### config.mk
export PLATFORM = sky130hd
export DESIGN_NAME = sfp_host
export DESIGN_NICKNAME = d
export VERILOG_FILES = /design/src/shared/sfp_pkg.sv /design/src/design/sfp_host.sv
export SDC_FILE = /design/constraint.sdc
export NUM_CORES = 1
export LEC_CHECK = 0
export BUFFER_PORTS_ARGS = -buffer_cell sky130_fd_sc_hd__buf_2
export CAP_MARGIN = 0
export CELL_PAD_IN_SITES_DETAIL_PLACEMENT = 1
export CELL_PAD_IN_SITES_GLOBAL_PLACEMENT = 1
export CORE_MARGIN = 2
export CORE_UTILIZATION = 46
export CTS_BUF_LIST = sky130_fd_sc_hd__clkbuf_8
export CTS_CLUSTER_DIAMETER = 100
export DETAILED_ROUTE_END_ITERATION = 7
export GPL_TIMING_DRIVEN = 0
export PLACE_DENSITY = 0.93
export REMOVE_ABC_BUFFERS = 1
export SLEW_MARGIN = 20
export SYNTH_ARGS = -nofsm -noshare
export SYNTH_HDL_FRONTEND = slang
export SYNTH_SLANG_ARGS = --single-unit
### constraint.sdc
create_clock -name sys_clk -period 5.7 [get_ports sys_clk]
set_clock_uncertainty 0.2 [all_clocks]
set_input_delay 1.14 -clock sys_clk [delete_from_list [all_inputs] [get_ports sys_clk]]
set_output_delay 1.14 -clock sys_clk [all_outputs]
set_load 0.03 [all_outputs]
### src/shared/sfp_pkg.sv
// Constants and types shared by the sector flash host controller.
package sfp_pkg;
	// Clock period and documented times in their own units.
	localparam int CLK_NS = 8;
	localparam int T_AS_NS = 10;
	localparam int T_WP_NS = 200;
	localparam int T_WPH_NS = 200;
	localparam int T_ACC_NS = 250;
	localparam int T_OEHP_NS = 150;
	localparam int BYTE_LOAD_WINDOW_US = 150;
	localparam int PROGRAM_CYCLE_TIME_MS = 20;

	// Least times, access time and program timeout round up; the load window rounds down.
	localparam int AS_CYC = (T_AS_NS + CLK_NS - 1) / CLK_NS;
	localparam int WP_CYC = (T_WP_NS + CLK_NS - 1) / CLK_NS;
	localparam int WPH_CYC = (T_WPH_NS + CLK_NS - 1) / CLK_NS;
	localparam int ACC_CYC = (T_ACC_NS + CLK_NS - 1) / CLK_NS;
	localparam int OEHP_CYC = (T_OEHP_NS + CLK_NS - 1) / CLK_NS;
	localparam int LOAD_WIN_CYC = (BYTE_LOAD_WINDOW_US * 1000) / CLK_NS;
	localparam int PROG_TMO_CYC =
		(PROGRAM_CYCLE_TIME_MS * 1000000 + CLK_NS - 1) / CLK_NS;

	// Geometry of the array and of a sector.
	localparam int ADDR_W = 17;
	localparam int SEQ_ADDR_W = 15;
	localparam logic [6:0] LAST_BYTE = 7'h7f;

	// Command sequence keys and command bytes; values are arbitrary.
	localparam logic [14:0] KEY_ADDR1 = 15'h1111;
	localparam logic [14:0] KEY_ADDR2 = 15'h2222;
	localparam logic [7:0] KEY_DAT1 = 8'ha5;
	localparam logic [7:0] KEY_DAT2 = 8'h5a;
	localparam logic [7:0] CMD_PROG = 8'h10;
	localparam logic [7:0] CMD_ID_ENTRY = 8'h20;
	localparam logic [7:0] CMD_ID_EXIT = 8'h30;
	localparam logic [7:0] CMD_LOCK_LO = 8'h40;
	localparam logic [7:0] CMD_LOCK_HI = 8'h50;
	localparam logic [1:0] LAST_STEP = 2'h2;

	// Operations that the user side may request.
	typedef enum logic [2:0] {
		SFP_OP_READ = 3'b000,
		SFP_OP_PROG = 3'b001,
		SFP_OP_ID_ENTRY = 3'b010,
		SFP_OP_ID_EXIT = 3'b011,
		SFP_OP_LOCK_LO = 3'b100,
		SFP_OP_LOCK_HI = 3'b101
	} sfp_op_e;

	// Bus cycle states of the controller.
	typedef enum logic [2:0] {
		ST_IDLE = 3'b000,
		ST_WAIT = 3'b001,
		ST_WSET = 3'b010,
		ST_WLOW = 3'b011,
		ST_WHIGH = 3'b100,
		ST_RLOW = 3'b101,
		ST_RHIGH = 3'b110
	} sfp_state_e;
endpackage

### src/design/sfp_host.sv
// Host controller that reads, programs and commands a sector flash.
// Summary of operation
// - Each sector byte load carries the sector number on address bits 16..7.
// - Every program operation not abandoned on a load gap loads exactly 128 bytes.
// - Successive byte loads start within 150 us of each other.
// - Status polling toggles output and chip enable for each read.
// - First and last toggle bit values are not trusted on their own.
// - All status polls of one program use the same address.
`timescale 1ns/100ps
`default_nettype none
module sfp_host #(
	parameter int LOAD_WIN = sfp_pkg::LOAD_WIN_CYC,
	parameter int PROG_TMO = sfp_pkg::PROG_TMO_CYC
) (
	input wire logic sys_clk,
	input wire logic rst,
	input wire logic cmd_valid,
	output logic cmd_ready,
	input wire sfp_pkg::sfp_op_e cmd_op,
	input wire logic [16:0] cmd_addr,
	input wire logic wr_valid,
	output logic wr_ready,
	input wire logic [7:0] wr_data,
	output logic [7:0] rd_data,
	output logic done,
	output logic err,
	output logic busy,
	output logic [16:0] flash_addr,
	output logic flash_ce_n,
	output logic flash_oe_n,
	output logic flash_we_n,
	input wire logic [7:0] flash_dq_i,
	output logic [7:0] flash_dq_o,
	output logic flash_dq_oe_n
);
	import sfp_pkg::*;

	// Waiting cycles allowed between loads once a write cycle is counted.
	localparam int GAP_INT = LOAD_WIN - AS_CYC - WP_CYC - WPH_CYC - 2;
	localparam logic [21:0] GAP_LIM = 22'(GAP_INT);
	localparam logic [21:0] TMO_LIM = 22'(PROG_TMO);
	localparam logic [7:0] AS_C = 8'(AS_CYC - 1);
	localparam logic [7:0] WP_C = 8'(WP_CYC - 1);
	localparam logic [7:0] WPH_C = 8'(WPH_CYC - 1);
	// The pins lag the state by one cycle, so one extra count is needed.
	localparam logic [7:0] ACC_C = 8'(ACC_CYC);
	localparam logic [7:0] OEHP_C = 8'(OEHP_CYC - 1);

	sfp_state_e state_ff;
	sfp_op_e op_ff;
	logic [7:0] cnt_ff;
	logic [21:0] tmo_ff;
	logic [1:0] step_ff;
	logic [6:0] bidx_ff;
	logic loading_ff;
	logic polls_ff;
	logic tog_ff;
	logic fin_ff;
	logic [9:0] sec_ff;
	logic [16:0] wa_ff;
	logic [7:0] wd_ff;
	logic [7:0] rd_data_ff;
	logic done_ff;
	logic err_ff;

	// Key address of a sequence step; bits above 14 stay low.
	function automatic logic [16:0] seq_addr(input logic [1:0] step);
		logic [14:0] a;
		a = (step == 2'h1) ? KEY_ADDR2 : KEY_ADDR1;
		return {2'b00, a};
	endfunction

	// Data byte of a sequence step; the last step names the command.
	function automatic logic [7:0] seq_data(input logic [1:0] step,
		input sfp_op_e op);
		logic [7:0] d;
		d = KEY_DAT1;
		if (step == 2'h1) begin
			d = KEY_DAT2;
		end else if (step == LAST_STEP) begin
			unique case (op)
				SFP_OP_PROG: d = CMD_PROG;
				SFP_OP_ID_ENTRY: d = CMD_ID_ENTRY;
				SFP_OP_ID_EXIT: d = CMD_ID_EXIT;
				SFP_OP_LOCK_LO: d = CMD_LOCK_LO;
				SFP_OP_LOCK_HI: d = CMD_LOCK_HI;
				default: d = KEY_DAT1;
			endcase
		end
		return d;
	endfunction

	// Handshakes are decoded from the state; wr_ready also needs wr_valid.
	assign cmd_ready = (state_ff == ST_IDLE);
	assign wr_ready = (state_ff == ST_WAIT) && wr_valid;
	assign busy = (state_ff != ST_IDLE);
	assign rd_data = rd_data_ff;
	assign done = done_ff;
	assign err = err_ff;

	// Sequencer: key writes, byte loads, status polls and plain reads.
	always_ff @(posedge sys_clk or posedge rst) begin
		if (rst) begin
			state_ff <= ST_IDLE;
			op_ff <= SFP_OP_READ;
			cnt_ff <= 8'h00;
			tmo_ff <= 22'h000000;
			step_ff <= 2'h0;
			bidx_ff <= 7'h00;
			loading_ff <= 1'b0;
			polls_ff <= 1'b0;
			tog_ff <= 1'b0;
			fin_ff <= 1'b0;
			sec_ff <= 10'h000;
			wa_ff <= 17'h00000;
			wd_ff <= 8'h00;
			rd_data_ff <= 8'h00;
			done_ff <= 1'b0;
			err_ff <= 1'b0;
		end else begin
			done_ff <= 1'b0;
			unique case (state_ff)
				ST_IDLE: begin
					if (cmd_valid) begin
						op_ff <= cmd_op;
						sec_ff <= cmd_addr[16:7];
						step_ff <= 2'h0;
						bidx_ff <= 7'h00;
						loading_ff <= 1'b0;
						err_ff <= 1'b0;
						if (cmd_op == SFP_OP_READ) begin
							// Identification codes are plain reads at 0 and 1.
							wa_ff <= cmd_addr;
							cnt_ff <= ACC_C;
							state_ff <= ST_RLOW;
						end else begin
							// Every command, program too, starts with keys.
							wa_ff <= seq_addr(2'h0);
							wd_ff <= seq_data(2'h0, cmd_op);
							cnt_ff <= AS_C;
							state_ff <= ST_WSET;
						end
					end
				end
				ST_WAIT: begin
					tmo_ff <= tmo_ff + 22'h000001;
					if (wr_valid) begin
						wa_ff <= {sec_ff, bidx_ff};
						wd_ff <= wr_data;
						cnt_ff <= AS_C;
						state_ff <= ST_WSET;
					end else if (tmo_ff >= GAP_LIM) begin
						// The window would lapse; abandon the sector.
						err_ff <= 1'b1;
						done_ff <= 1'b1;
						loading_ff <= 1'b0;
						state_ff <= ST_IDLE;
					end
				end
				ST_WSET: begin
					cnt_ff <= cnt_ff - 8'h01;
					if (cnt_ff == 8'h00) begin
						cnt_ff <= WP_C;
						state_ff <= ST_WLOW;
					end
				end
				ST_WLOW: begin
					cnt_ff <= cnt_ff - 8'h01;
					if (cnt_ff == 8'h00) begin
						cnt_ff <= WPH_C;
						state_ff <= ST_WHIGH;
					end
				end
				ST_WHIGH: begin
					cnt_ff <= cnt_ff - 8'h01;
					if (cnt_ff == 8'h00) begin
						if (!loading_ff && step_ff != LAST_STEP) begin
							step_ff <= step_ff + 2'h1;
							wa_ff <= seq_addr(step_ff + 2'h1);
							wd_ff <= seq_data(step_ff + 2'h1, op_ff);
							cnt_ff <= AS_C;
							state_ff <= ST_WSET;
						end else if (op_ff != SFP_OP_PROG) begin
							done_ff <= 1'b1;
							state_ff <= ST_IDLE;
						end else if (loading_ff && bidx_ff == LAST_BYTE) begin
							// All 128 bytes are in; poll the last address.
							polls_ff <= 1'b0;
							fin_ff <= 1'b0;
							tmo_ff <= 22'h000000;
							cnt_ff <= ACC_C;
							state_ff <= ST_RLOW;
						end else begin
							if (loading_ff) begin
								bidx_ff <= bidx_ff + 7'h01;
							end
							loading_ff <= 1'b1;
							tmo_ff <= 22'h000000;
							state_ff <= ST_WAIT;
						end
					end
				end
				ST_RLOW: begin
					cnt_ff <= cnt_ff - 8'h01;
					if (op_ff == SFP_OP_PROG) begin
						tmo_ff <= tmo_ff + 22'h000001;
					end
					if (cnt_ff == 8'h00) begin
						rd_data_ff <= flash_dq_i;
						tog_ff <= flash_dq_i[6];
						// Only a match of two reads counts as finished.
						fin_ff <= polls_ff && (flash_dq_i[6] == tog_ff);
						cnt_ff <= OEHP_C;
						state_ff <= ST_RHIGH;
					end
				end
				ST_RHIGH: begin
					cnt_ff <= cnt_ff - 8'h01;
					if (op_ff == SFP_OP_PROG) begin
						tmo_ff <= tmo_ff + 22'h000001;
					end
					if (cnt_ff == 8'h00) begin
						if (op_ff != SFP_OP_PROG || fin_ff) begin
							loading_ff <= 1'b0;
							done_ff <= 1'b1;
							state_ff <= ST_IDLE;
						end else if (tmo_ff >= TMO_LIM) begin
							loading_ff <= 1'b0;
							err_ff <= 1'b1;
							done_ff <= 1'b1;
							state_ff <= ST_IDLE;
						end else begin
							// Next status read at the same address.
							polls_ff <= 1'b1;
							cnt_ff <= ACC_C;
							state_ff <= ST_RLOW;
						end
					end
				end
				default: begin
					state_ff <= ST_IDLE;
				end
			endcase
		end
	end

	// Pin drivers follow the state one cycle later, keeping every phase.
	always_ff @(posedge sys_clk or posedge rst) begin
		if (rst) begin
			flash_ce_n <= 1'b1;
			flash_oe_n <= 1'b1;
			flash_we_n <= 1'b1;
			flash_addr <= 17'h00000;
			flash_dq_o <= 8'h00;
			flash_dq_oe_n <= 1'b1;
		end else begin
			flash_ce_n <= !(state_ff == ST_WLOW || state_ff == ST_RLOW);
			flash_we_n <= !(state_ff == ST_WLOW);
			flash_oe_n <= !(state_ff == ST_RLOW);
			flash_addr <= wa_ff;
			flash_dq_o <= wd_ff;
			flash_dq_oe_n <= !(state_ff == ST_WSET || state_ff == ST_WLOW ||
				state_ff == ST_WHIGH);
		end
	end
endmodule // sfp_host
`default_nettype wire

* Yosys cells after proc, flatten, opt, wreduce, memory -nomap -nowiden
Cells that the tools add are included.
Word-level totals: output and inout bits 42, logic and storage cells 203, register bits 123, input bits 40
Operators by class: mux-type cells 96, eq/ne operators 39, order comparisons 2, reduce and logical (&&, ||, !) cells 40, add/sub/neg operators 4
Operators by type and width (count):
- two-way mux 8 bit | 18
- two-way mux 22 bit | 4
- two-way mux 17 bit | 5
- case mux 22 bit (3 select lines) | 1
- case mux 17 bit (3 select lines) | 1
- case mux 8 bit (6 select lines) | 1
- two-way mux 3 bit | 14
- two-way mux 7 bit | 6
- case mux 8 bit (5 select lines) | 1
- != test 2 bit (second input constant) | 19
- two-way mux 1 bit | 31
- case mux 8 bit (3 select lines) | 1
- adder 22 x 1 -> 22 bit (second input constant) | 1
- >= comparator 22 x 15 -> 1 bit (second input constant) | 1
- >= comparator 22 bit (second input constant) | 1
- case mux 3 bit (7 select lines) | 1
- AND reduction 7 bit | 3
- == test 3 bit (second input constant) | 5
- two-way mux 14 bit | 1
- case mux 7 bit (2 select lines) | 1
- == test 3 x 2 -> 1 bit (second input constant) | 4
- AND reduction 6 bit | 2
- nonzero test 3 bit | 4
- AND reduction 10 bit | 1
- 32 further kinds | 54

* Longest topological paths before layout
Gate-level depths: netlist of the first run.
depth after elaboration 7, mapped depth 10, depth with buffers taken out 8

* Worst setup path after synthesis of the first run
No wires, ideal clock.
path kind in2out, start point input port wr_valid, end point output port wr_ready, arrival time 1.446 ns, stages on the path 1, buffers on the path 0, path slack 2.914 ns, required time 4.360 ns, cell sequence and3_1
Between the ends: longest elaborated chain between the ends 1
RTL lines:
- start: declaration | line sfp_host.sv:21 | input wire logic wr_valid,
- logical AND 1 bit | line sfp_host.sv:95 | assign wr_ready = (state_ff == ST_WAIT) && wr_valid;
- end: declaration | line sfp_host.sv:22 | output logic wr_ready,
Every way passes these cells.

* Worst setup path in the final report of the first run
start point register cnt_ff[0], end point register wd_ff[5]
Between the ends: longest elaborated chain between the ends 3
RTL lines:
- start: declaration | line sfp_host.sv:51 | logic [7:0] cnt_ff;
- start signal: assignment | line sfp_host.sv:161 | cnt_ff <= cnt_ff - 8'h01;
- start signal: assignment | line sfp_host.sv:168 | cnt_ff <= cnt_ff - 8'h01;
- start signal: assignment | line sfp_host.sv:175 | cnt_ff <= cnt_ff - 8'h01;
- logical NOT 8 bit | line sfp_host.sv:176 | if (cnt_ff == 8'h00) begin
- != test 2 bit (no source line)
- AND reduction 6 bit (no source line)
- end signal: assignment | line sfp_host.sv:139 | wd_ff <= seq_data(2'h0, cmd_op);
- end signal: assignment | line sfp_host.sv:149 | wd_ff <= wr_data;
- end signal: assignment | line sfp_host.sv:180 | wd_ff <= seq_data(step_ff + 2'h1, op_ff);
- end: declaration | line sfp_host.sv:61 | logic [7:0] wd_ff;
Every way passes these cells. A chain may end at the register's enable or synchronous reset.

==> impl_metrics.yaml, run 1 <==
clock_network:
  cts.htree.levels: 4
  ctsHoldBuffers: 0
  cts_tree: "built"
  clk_pin_slew_worst_paths_ns: 0.08
  clock_sink_count: 122
  cts_resized: 0
  clock_path_buffers: 2
  cts_root_buf: "clkbuf_8"
  worstSkewPairLatency_ns: 0.46
  cts_setup_buffers: 0
  cts_buffers: 17
sta:
  rsz0062_at_grt: "false"
  tightest_slew_ns: 0.981
  min_period_ns: 3.46
  max_slew_margin: 0.344
  setup_viol: 0
  final-max-slew-violation-count: 0
  final_hold_viol_count: 0
  post-route-period-util: 0.607
  clock.fmax_mhz: 289
final_layout:
  area_growth_pct: 17.1
  design_area_um2: 6880
  nFillCells: 1389
  seqCellArea_um2: 3060
  drive_gt1_frac: 0.240
  final_nets: 709
  multi_input_area_um2: 2640
  antenna_cells: 0
drt:
  wl_met2_um: 9360
  drc: 0
  drtAntennaViolNets: 0
  drt-met1-wl_um: 6910
  wl_met3_um: 933
  vias: 5096
  wirelength_um: 17800
  avgViaCountPerCell: 6.05
  wl_per_cell_um: 21.1
  drt_iter0_drc: 404
  routed.top_layer: "met4"
  first_pass_iters: 5
yosys:
  synth.area.top_cells: "dfrtp_1 50%, nor2_1 5.2%, mux2_2 4.0%, a21oi_1 3.8%, o21ai_0 2.9%"
  yosysTopAreaCellShare: 0.502
  async_reset_ff_frac: 1.00
  yosysSeqAreaShare: 0.520
  synthCells: 583
  ys_ff_latch: 122
  synth_edf_count: 0
  syn_area_um2: 5880
  synth_most_common_cell: "dfrtp_1"
  ys_warn_count: 0
  synth_common_cells: "118 x dfrtp_1, 82 x nor2_1, 45 x a21oi_1"
  synth_top_cell_by_area: "dfrtp_1"
  synth_flop_cell: "dfrtp_1"
  avgSynthCellArea_um2: 10.1
  synthDistinctLibCells: 60
place:
  gp_congestion: 0.929
  placed_cell_area_um2: 6450
  hpwlAfterDp_um: 12100
  portBuffers: 81
die:
  chipWidth_um: 117
  die-area_um2: 13700
  num_rows: 41
  start_util: 0.468
  io_pins: 82
  die_h_um: 117
  coreArea_um2: 12600
critical_path:
  r2r_setup_slack_ns: 2.24
  path_buf_inv: 1
  worstPathCellList: "inv_1 -> ha_1 -> nor4b_4 -> nand2_1 -> a2111oi_4 -> nor2b_2 -> nor2_1 -> a31oi_1"
  cp-end-kind: "flop"
  cp.required_ns: 5.86
  start_kind: "flop"
  critPathTopFamily: "simple AND/OR/NAND/NOR gates"
  crit_path_max_fanout: 17
  worst_path_largest_cell_delay_ns: 0.70
  cp_data_arrival_time_ns: 3.62
  slowest_stage: "nor2b_2"
  critPathKind: "reg -> reg"
run_status:
  status: "finished clean"
grt:
  grt_max_degree: 86
  gr-total-overflow: 0
  grt_pass1_vias: 5439
  antenna_found_initial: 0
  grt_usage: 0.270
  grt_pass1_wl_um: 28100
flow_run:
  max_cap_violations: 0
power_and_ir_drop:
  fin_total_pwr_mw: 3.86
  powerDensity_nw_per_um2: 561
  worst_ir_drop_vdd_v: 0.000297
  cellLeakagePower_nw: 3.01
min_path:
  hp-class: "reg -> reg"
## worst reg2reg max path, delay by kind of cell (launching register included)
kind | cells | cell delay, ns
AOI/OAI and AO/OA | 2 | 0.93
and+or+nand+nor | 4 | 1.47
buffers and inverters | 1 | 0.16
DFF | 1 | 0.42
adders and majority gates | 1 | 0.17
## path summary, 6_finish.rpt
check                           cells past startpoint             end      start
worst max register to register                      8        wd_ff[5]  cnt_ff[0]
max in group asynchronous                           3      tmo_ff[10]        rst
min in group asynchronous                           2        wd_ff[6]        rst
worst min-delay path                                0  flash_addr[11]  wa_ff[11]
worst min register to register                      0  flash_addr[11]  wa_ff[11]
worst max-delay path                                8        wd_ff[5]  cnt_ff[0]
## report_power, final
group	internal (mW)	total, mW	switching [mW]
Sequential	1.18	1.44	0.262
Clock	0.495	0.853	0.358
Combinational	0.522	1.57	1.05
## placed cells by master, fill, tap and decap left out, types with 4 or more instances in the layout
master,n
a221oi_1,4
a21oi_1,45
nor2_1,80
bufinv_16,4
xor2_1,12
clkbuf_8,19
buf_2,81
nand2b_1,4
a22oi_1,11
o211ai_1,5
a31oi_1,8
nor2b_1,5
mux2_2,21
nand4_1,8
dfrtp_1,118
nand3_1,22
inv_1,16
o21ai_0,34
and3_1,7
nor3_1,16
dfstp_2,4
o31ai_1,6
o22ai_1,6
nand2_1,35
xnor2_1,10
ha_1,10
and2_1,8
a21o_1,5
## sequential cells by signal, summed over array words and instances (netlist names), 2 cells and up
signal / flops
tmo_ff: 22
flash_addr: 17
wa_ff: 17
sec_ff: 10
cnt_ff: 8
flash_dq_o: 8
rd_data: 8
wd_ff: 8
bidx_ff: 7
op_ff: 3
state_ff: 3
step_ff: 2
## cells by family (layout without fill, tap and decap cells)
kind of cell | after synthesis | after routing | synth area share
buffers and inverters | 45 | 133 | 0.0336
and+or+nand+nor | 214 | 214 | 0.182
adders and majority gates | 10 | 10 | 0.0213
AOI/OAI and AO/OA | 149 | 149 | 0.170
muxes | 21 | 21 | 0.0402
DFF | 122 | 122 | 0.520
xor gates and xnor gates | 22 | 22 | 0.0328
## metrics by stage
stage / instances / util / hold slack [ns] / setup TNS (ns) / setup WS [ns]
3_3_place_gp: 807 / 0.506 / 0.159 / -10.69 / -0.0983
3_5_place_dp: 812 / 0.513 / 0.163 / 0 / 1.96
5_1_grt: 843 / 0.548 / 0.197 / 0 / 2.07
2_1_floorplan: 554 / - / 0.154 / 0 / 1.12
4_1_cts: 843 / 0.547 / 0.179 / 0 / 2.01
6_report: 843 / 0.548 / 0.180 / 0 / 2.24
## metal layers
layer	vias up	GRT usage
met1	2591	0.317
met3	55	0.0649
met2	212	0.477
li1	2238	-
met5	-	0
met4	0	0.107
## layout make-up
class                      count  area share
tap                          172      0.0313
clock inverter                12      0.0249
multi-input combinational    416       0.384
sequential                   122       0.444
inverter                      16     0.00945
clock buffer                  19      0.0380
timing repair buffer          86      0.0683
Power figures use the tool's default switching activity.
==> run 2, diff against run 1 <==
==> constraint.sdc (replaced) <==
create_clock -name sys_clk -period 3.4 [get_ports sys_clk]
set_clock_uncertainty 0.2 [all_clocks]
set_input_delay 0.68 -clock sys_clk [delete_from_list [all_inputs] [get_ports sys_clk]]
set_output_delay 0.68 -clock sys_clk [all_outputs]
set_load 0.03 [all_outputs]
==> impl_metrics.yaml, run 2 (same netlist as run 1, synthesis figures left out) <==
critical_path:
  crit_path_max_fanout: 20
  slowest_stage: "dfrtp_1"
  critPathKind: "reg -> reg"
  critPathTopFamily: "compound AO/OA/AOI/OAI gates"
  cp_data_arrival_time_ns: 3.40
  worst_path_largest_cell_delay_ns: 0.78
  cp.required_ns: 3.54
  worstPathCellList: "nand2b_1 -> nor2_2 -> a21o_1 -> o311ai_0 -> o32a_1"
  cp-end-kind: "flop"
  start_kind: "flop"
  path_buf_inv: 0
sta:
  min_period_ns: 3.25
  setup_tns_ns: 0
  final_hold_viol_count: 0
  setup_viol: 0
  max_slew_margin: 0.357
  post-route-period-util: 0.957
  clock.fmax_mhz: 307
  worst_slack_ns: 0.145
  tightest_slew_ns: 0.965
  final-max-slew-violation-count: 0
drt:
  wl_per_cell_um: 21.1
  drc: 0
  drtAntennaViolNets: 0
  wirelength_um: 17800
  avgViaCountPerCell: 6.04
  drt_iter0_drc: 498
  first_pass_iters: 5
  vias: 5095
final_layout:
  layout_commonest_cell: "dfrtp_1"
  area_growth_pct: 17.2
  final_nets: 709
  largest_register_ffs: 22
  nFillCells: 1391
  antenna_cells: 0
  drive_gt1_frac: 0.241
  top_regs: "tmo_ff (22), flash_addr (17), wa_ff (17)"
  final_cell_mix: "118 x dfrtp_1, 81 x buf_2, 79 x nor2_1"
  top_register: "tmo_ff"
die:
  chipWidth_um: 117
  num_rows: 41
  start_util: 0.468
  io_pins: 82
  coreArea_um2: 12600
  die-area_um2: 13700
  die_h_um: 117
place:
  pre_cts_slack_ns: -0.289
  hpwlAfterDp_um: 12100
  gp_congestion: 0.929
  portBuffers: 81
clock_network:
  cts_setup_buffers: 0
  clock_path_buffers: 2
  clock_sink_count: 122
  worstSkewPairLatency_ns: 0.46
  cts_root_buf: "clkbuf_8"
  cts_buffers: 17
  cts_tree: "built"
  cts.htree.levels: 4
  ctsHoldBuffers: 0
  clk_pin_slew_worst_paths_ns: 0.08
flow_run:
  max_cap_violations: 0
power_and_ir_drop:
  worst_ir_drop_vdd_v: 0.000498
  powerDensity_nw_per_um2: 941
  cellLeakagePower_nw: 3.01
grt:
  grt_pass1_wl_um: 28400
  grt_pass1_vias: 5436
  grt_usage: 0.273
  gr-total-overflow: 0
  grt_max_degree: 86
  antenna_found_initial: 0
min_path:
  hp-class: "in -> async"
run_status:
  status: "finished clean"
==> run 2: layout make-up <==
type,instances,area (um^2),share of cell area
Multi-Input combinational cell,416,2650,0.385
Timing Repair Buffer,86,470,0.0683
Inverter,16,65.1,0.00944
Clock inverter,12,171,0.0249
Clock buffer,19,262,0.0379
Sequential cell,122,3060,0.444
Tap cell,172,215,0.0312
==> run 2: worst paths after layout <==
path	from	to	slack (ns)	cells past startpoint
min	rst	wd_ff[7]	0.01	2
min reg2reg	wa_ff[11]	flash_addr[11]	0.18	0
max	state_ff[2]	cnt_ff[5]	0.15	5
min in group sys_clk	wa_ff[11]	flash_addr[11]	0.18	0
max reg2reg	state_ff[2]	cnt_ff[5]	0.15	5
max in group asynchronous	rst	tmo_ff[10]	2.26	3
==> run 2: routing by layer <==
metal | part of all wire | vias up | global-route usage
li1 | - | 2244 | -
met1 | 0.39 | 2602 | 0.323
met2 | 0.53 | 200 | 0.482
met3 | 0.055 | 49 | 0.0602
met4 | 0.026 | 0 | 0.109
met5 | 0 | - | 0
==> run 2: what timing repair did <==
item	CTS	global route
cloned	0	0
resized for setup	1	2
endpoints found under the setup margin	9	24
==> run 2: through the flow <==
| stage | cells | hold WS [ns] | power, mW | cell area, um^2 | util |
|---|---|---|---|---|---|
| 4_1_cts | 843 | 0.00918 | 6.45 | 6880 | 0.548 |
| 3_3_place_gp | 807 | 0.159 | 4.72 | 6360 | 0.506 |
| 2_1_floorplan | 554 | 0.154 | 4.09 | 5740 | - |
| 3_5_place_dp | 812 | 0.163 | 4.99 | 6450 | 0.513 |
| 5_1_grt | 843 | 0.0304 | 6.85 | 6890 | 0.548 |
| 6_report | 843 | 0.0116 | 6.48 | 6890 | 0.548 |
==> run 2: power breakdown <==
part           switching [mW]  total [mW]  internal [mW]
sequential              0.440        2.41           1.97
combinational            1.76        2.64          0.881
clock                   0.596        1.43          0.829
total                    2.80        6.48           3.68
==> run 3, diff against run 2 <==
--- a/config.mk
+++ b/config.mk
@@ -14,7 +14,6 @@
 export CTS_BUF_LIST = sky130_fd_sc_hd__clkbuf_8
 export CTS_CLUSTER_DIAMETER = 100
 export DETAILED_ROUTE_END_ITERATION = 7
-export GPL_TIMING_DRIVEN = 0
 export PLACE_DENSITY = 0.93
 export REMOVE_ABC_BUFFERS = 1
 export SLEW_MARGIN = 20
==> impl_metrics.yaml, run 3 (same netlist as run 1, synthesis figures left out) <==
sta:
  final-max-slew-violation-count: 0
  final_hold_viol_count: 0
  min_period_ns: 2.98
  setup_tns_ns: 0
  rsz0062_at_grt: "false"
  post-route-period-util: 0.877
  tightest_slew_ns: 0.807
  setup_viol: 0
  max_slew_margin: 0.459
  clock.fmax_mhz: 335
critical_path:
  r2r-end: "wa_ff[9]"
  crit_path_max_fanout: 22
  cp_data_arrival_time_ns: 2.10
  critPathKind: "reg -> out"
  cp.required_ns: 2.52
  cp-end-kind: "output pin"
  start_kind: "flop"
  r2r_setup_slack_ns: 0.53
  r2r-start: "state_ff[0]"
  ff2ff_path_depth: 6
power_and_ir_drop:
  p_switching_mw: 2.76
  comb_power_share: 0.417
  power_frac_seq: 0.383
  worst_ir_drop_vdd_v: 0.000284
  cellLeakagePower_nw: 3.01
  p_int_mw: 3.45
  clockPowerShare: 0.200
  p_sw_frac: 0.444
  powerDensity_nw_per_um2: 905
final_layout:
  utilization: 0.545
  layout_commonest_cell: "dfrtp_1"
  antenna_cells: 0
  top_register: "tmo_ff"
  final_nets: 717
  nFillCells: 1446
  area_growth_pct: 16.6
  top_regs: "tmo_ff (22), flash_addr (17), wa_ff (17)"
  drive_gt1_frac: 0.244
  largest_register_ffs: 22
  final_cell_mix: "118 x dfrtp_1, 82 x nor2_1, 81 x buf_2"
grt:
  gr-total-overflow: 0
  use_met2: 0.436
  use_met1: 0.321
  top_usage_layer: "met2"
  antenna_found_initial: 0
  grt_pass1_wl_um: 26700
  met3_usage: 0.0644
  grt_pass1_vias: 5205
  grt_max_degree: 57
  grt_usage: 0.258
place:
  gp_congestion: 0.942
  hpwlAfterDp_um: 12100
  portBuffers: 81
drt:
  drt_iter0_drc: 410
  avgViaCountPerCell: 5.79
  drtAntennaViolNets: 0
  drc: 0
  first_pass_iters: 5
  vias: 4929
  wl_per_cell_um: 19.3
  wirelength_um: 16500
clock_network:
  cts.htree.levels: 4
  cts_resized: 0
  cts_root_buf: "clkbuf_8"
  cts_buffers: 17
  ctsHoldBuffers: 0
  clock_sink_count: 122
  cts_setup_buffers: 0
  cts_tree: "built"
  clk_pin_slew_worst_paths_ns: 0.08
  clock_path_buffers: 2
  worstSkewPairLatency_ns: 0.46
die:
  die_h_um: 117
  coreArea_um2: 12600
  chipWidth_um: 117
  die-area_um2: 13700
  num_rows: 41
  io_pins: 82
  start_util: 0.468
run_status:
  status: "finished clean"
min_path:
  hp-class: "in -> async"
flow_run:
  max_cap_violations: 0
==> run 3: cell type report <==
| class | instances | area [um^2] | share of cell area |
|---|---|---|---|
| timing repair buffer | 94 | 515 | 0.0752 |
| inverter | 16 | 62.6 | 0.00913 |
| clock buffer | 17 | 234 | 0.0341 |
| multi-input combinational | 416 | 2620 | 0.383 |
| tap | 172 | 215 | 0.0314 |
| clock inverter | 15 | 145 | 0.0212 |
| sequential | 122 | 3060 | 0.446 |
==> run 3: routing by layer <==
| metal | vias up | part of all wire | wire [um] |
|---|---|---|---|
| met5 | - | 0 | 0 |
| met4 | 0 | 0.018 | 302 |
| met3 | 25 | 0.049 | 802 |
| met2 | 145 | 0.51 | 8460 |
| met1 | 2491 | 0.42 | 6900 |
| li1 | 2268 | - | - |
==> run 3: worst max-delay path, cell delays in order, from the launching register on <==
cell     delay (ns)
dfrtp_1        0.62
or3_1          0.57
inv_1          0.21
buf_2          0.24
==> run 3: power groups by stage <==
| stage | sequential (mW) | clock (mW) | combinational, mW |
|---|---|---|---|
| after floorplan | 2.70 | 0 | 1.40 |
| after CTS | 2.37 | 1.27 | 2.59 |
| after global placement | 2.34 | 0 | 2.44 |
| after detailed placement | 2.39 | 0 | 2.58 |
| final | 2.38 | 1.24 | 2.59 |
| after global routing | 2.45 | 1.33 | 2.85 |
==> run 3: worst max-delay path by stage <==
stage	from	endpoint	slack, ns	cells past startpoint
after CTS	state_ff[0]	cmd_ready	0.39	3
after detailed placement	state_ff[0]	wa_ff[9]	0.56	6
after global routing	state_ff[0]	wa_ff[1]	0.29	6
after global placement	state_ff[0]	sec_ff[1]	0.64	5
after floorplan	rst	bidx_ff[0]	-0.72	1
final	state_ff[0]	cmd_ready	0.42	3
==> run 3: stage by stage <==
step / setup slack [ns] / power [mW] / cell area [um^2] / std cells / hold WS [ns]
after floorplan: -0.716 / 4.09 / 5740 / 554 / 0.154
after global placement: 0.643 / 4.78 / 6470 / 820 / 0.158
after detailed placement: 0.559 / 4.98 / 6470 / 820 / 0.162
after CTS: 0.388 / 6.23 / 6850 / 852 / 0.0551
after global routing: 0.287 / 6.63 / 6850 / 852 / 0.0747
final: 0.417 / 6.21 / 6850 / 852 / 0.0634
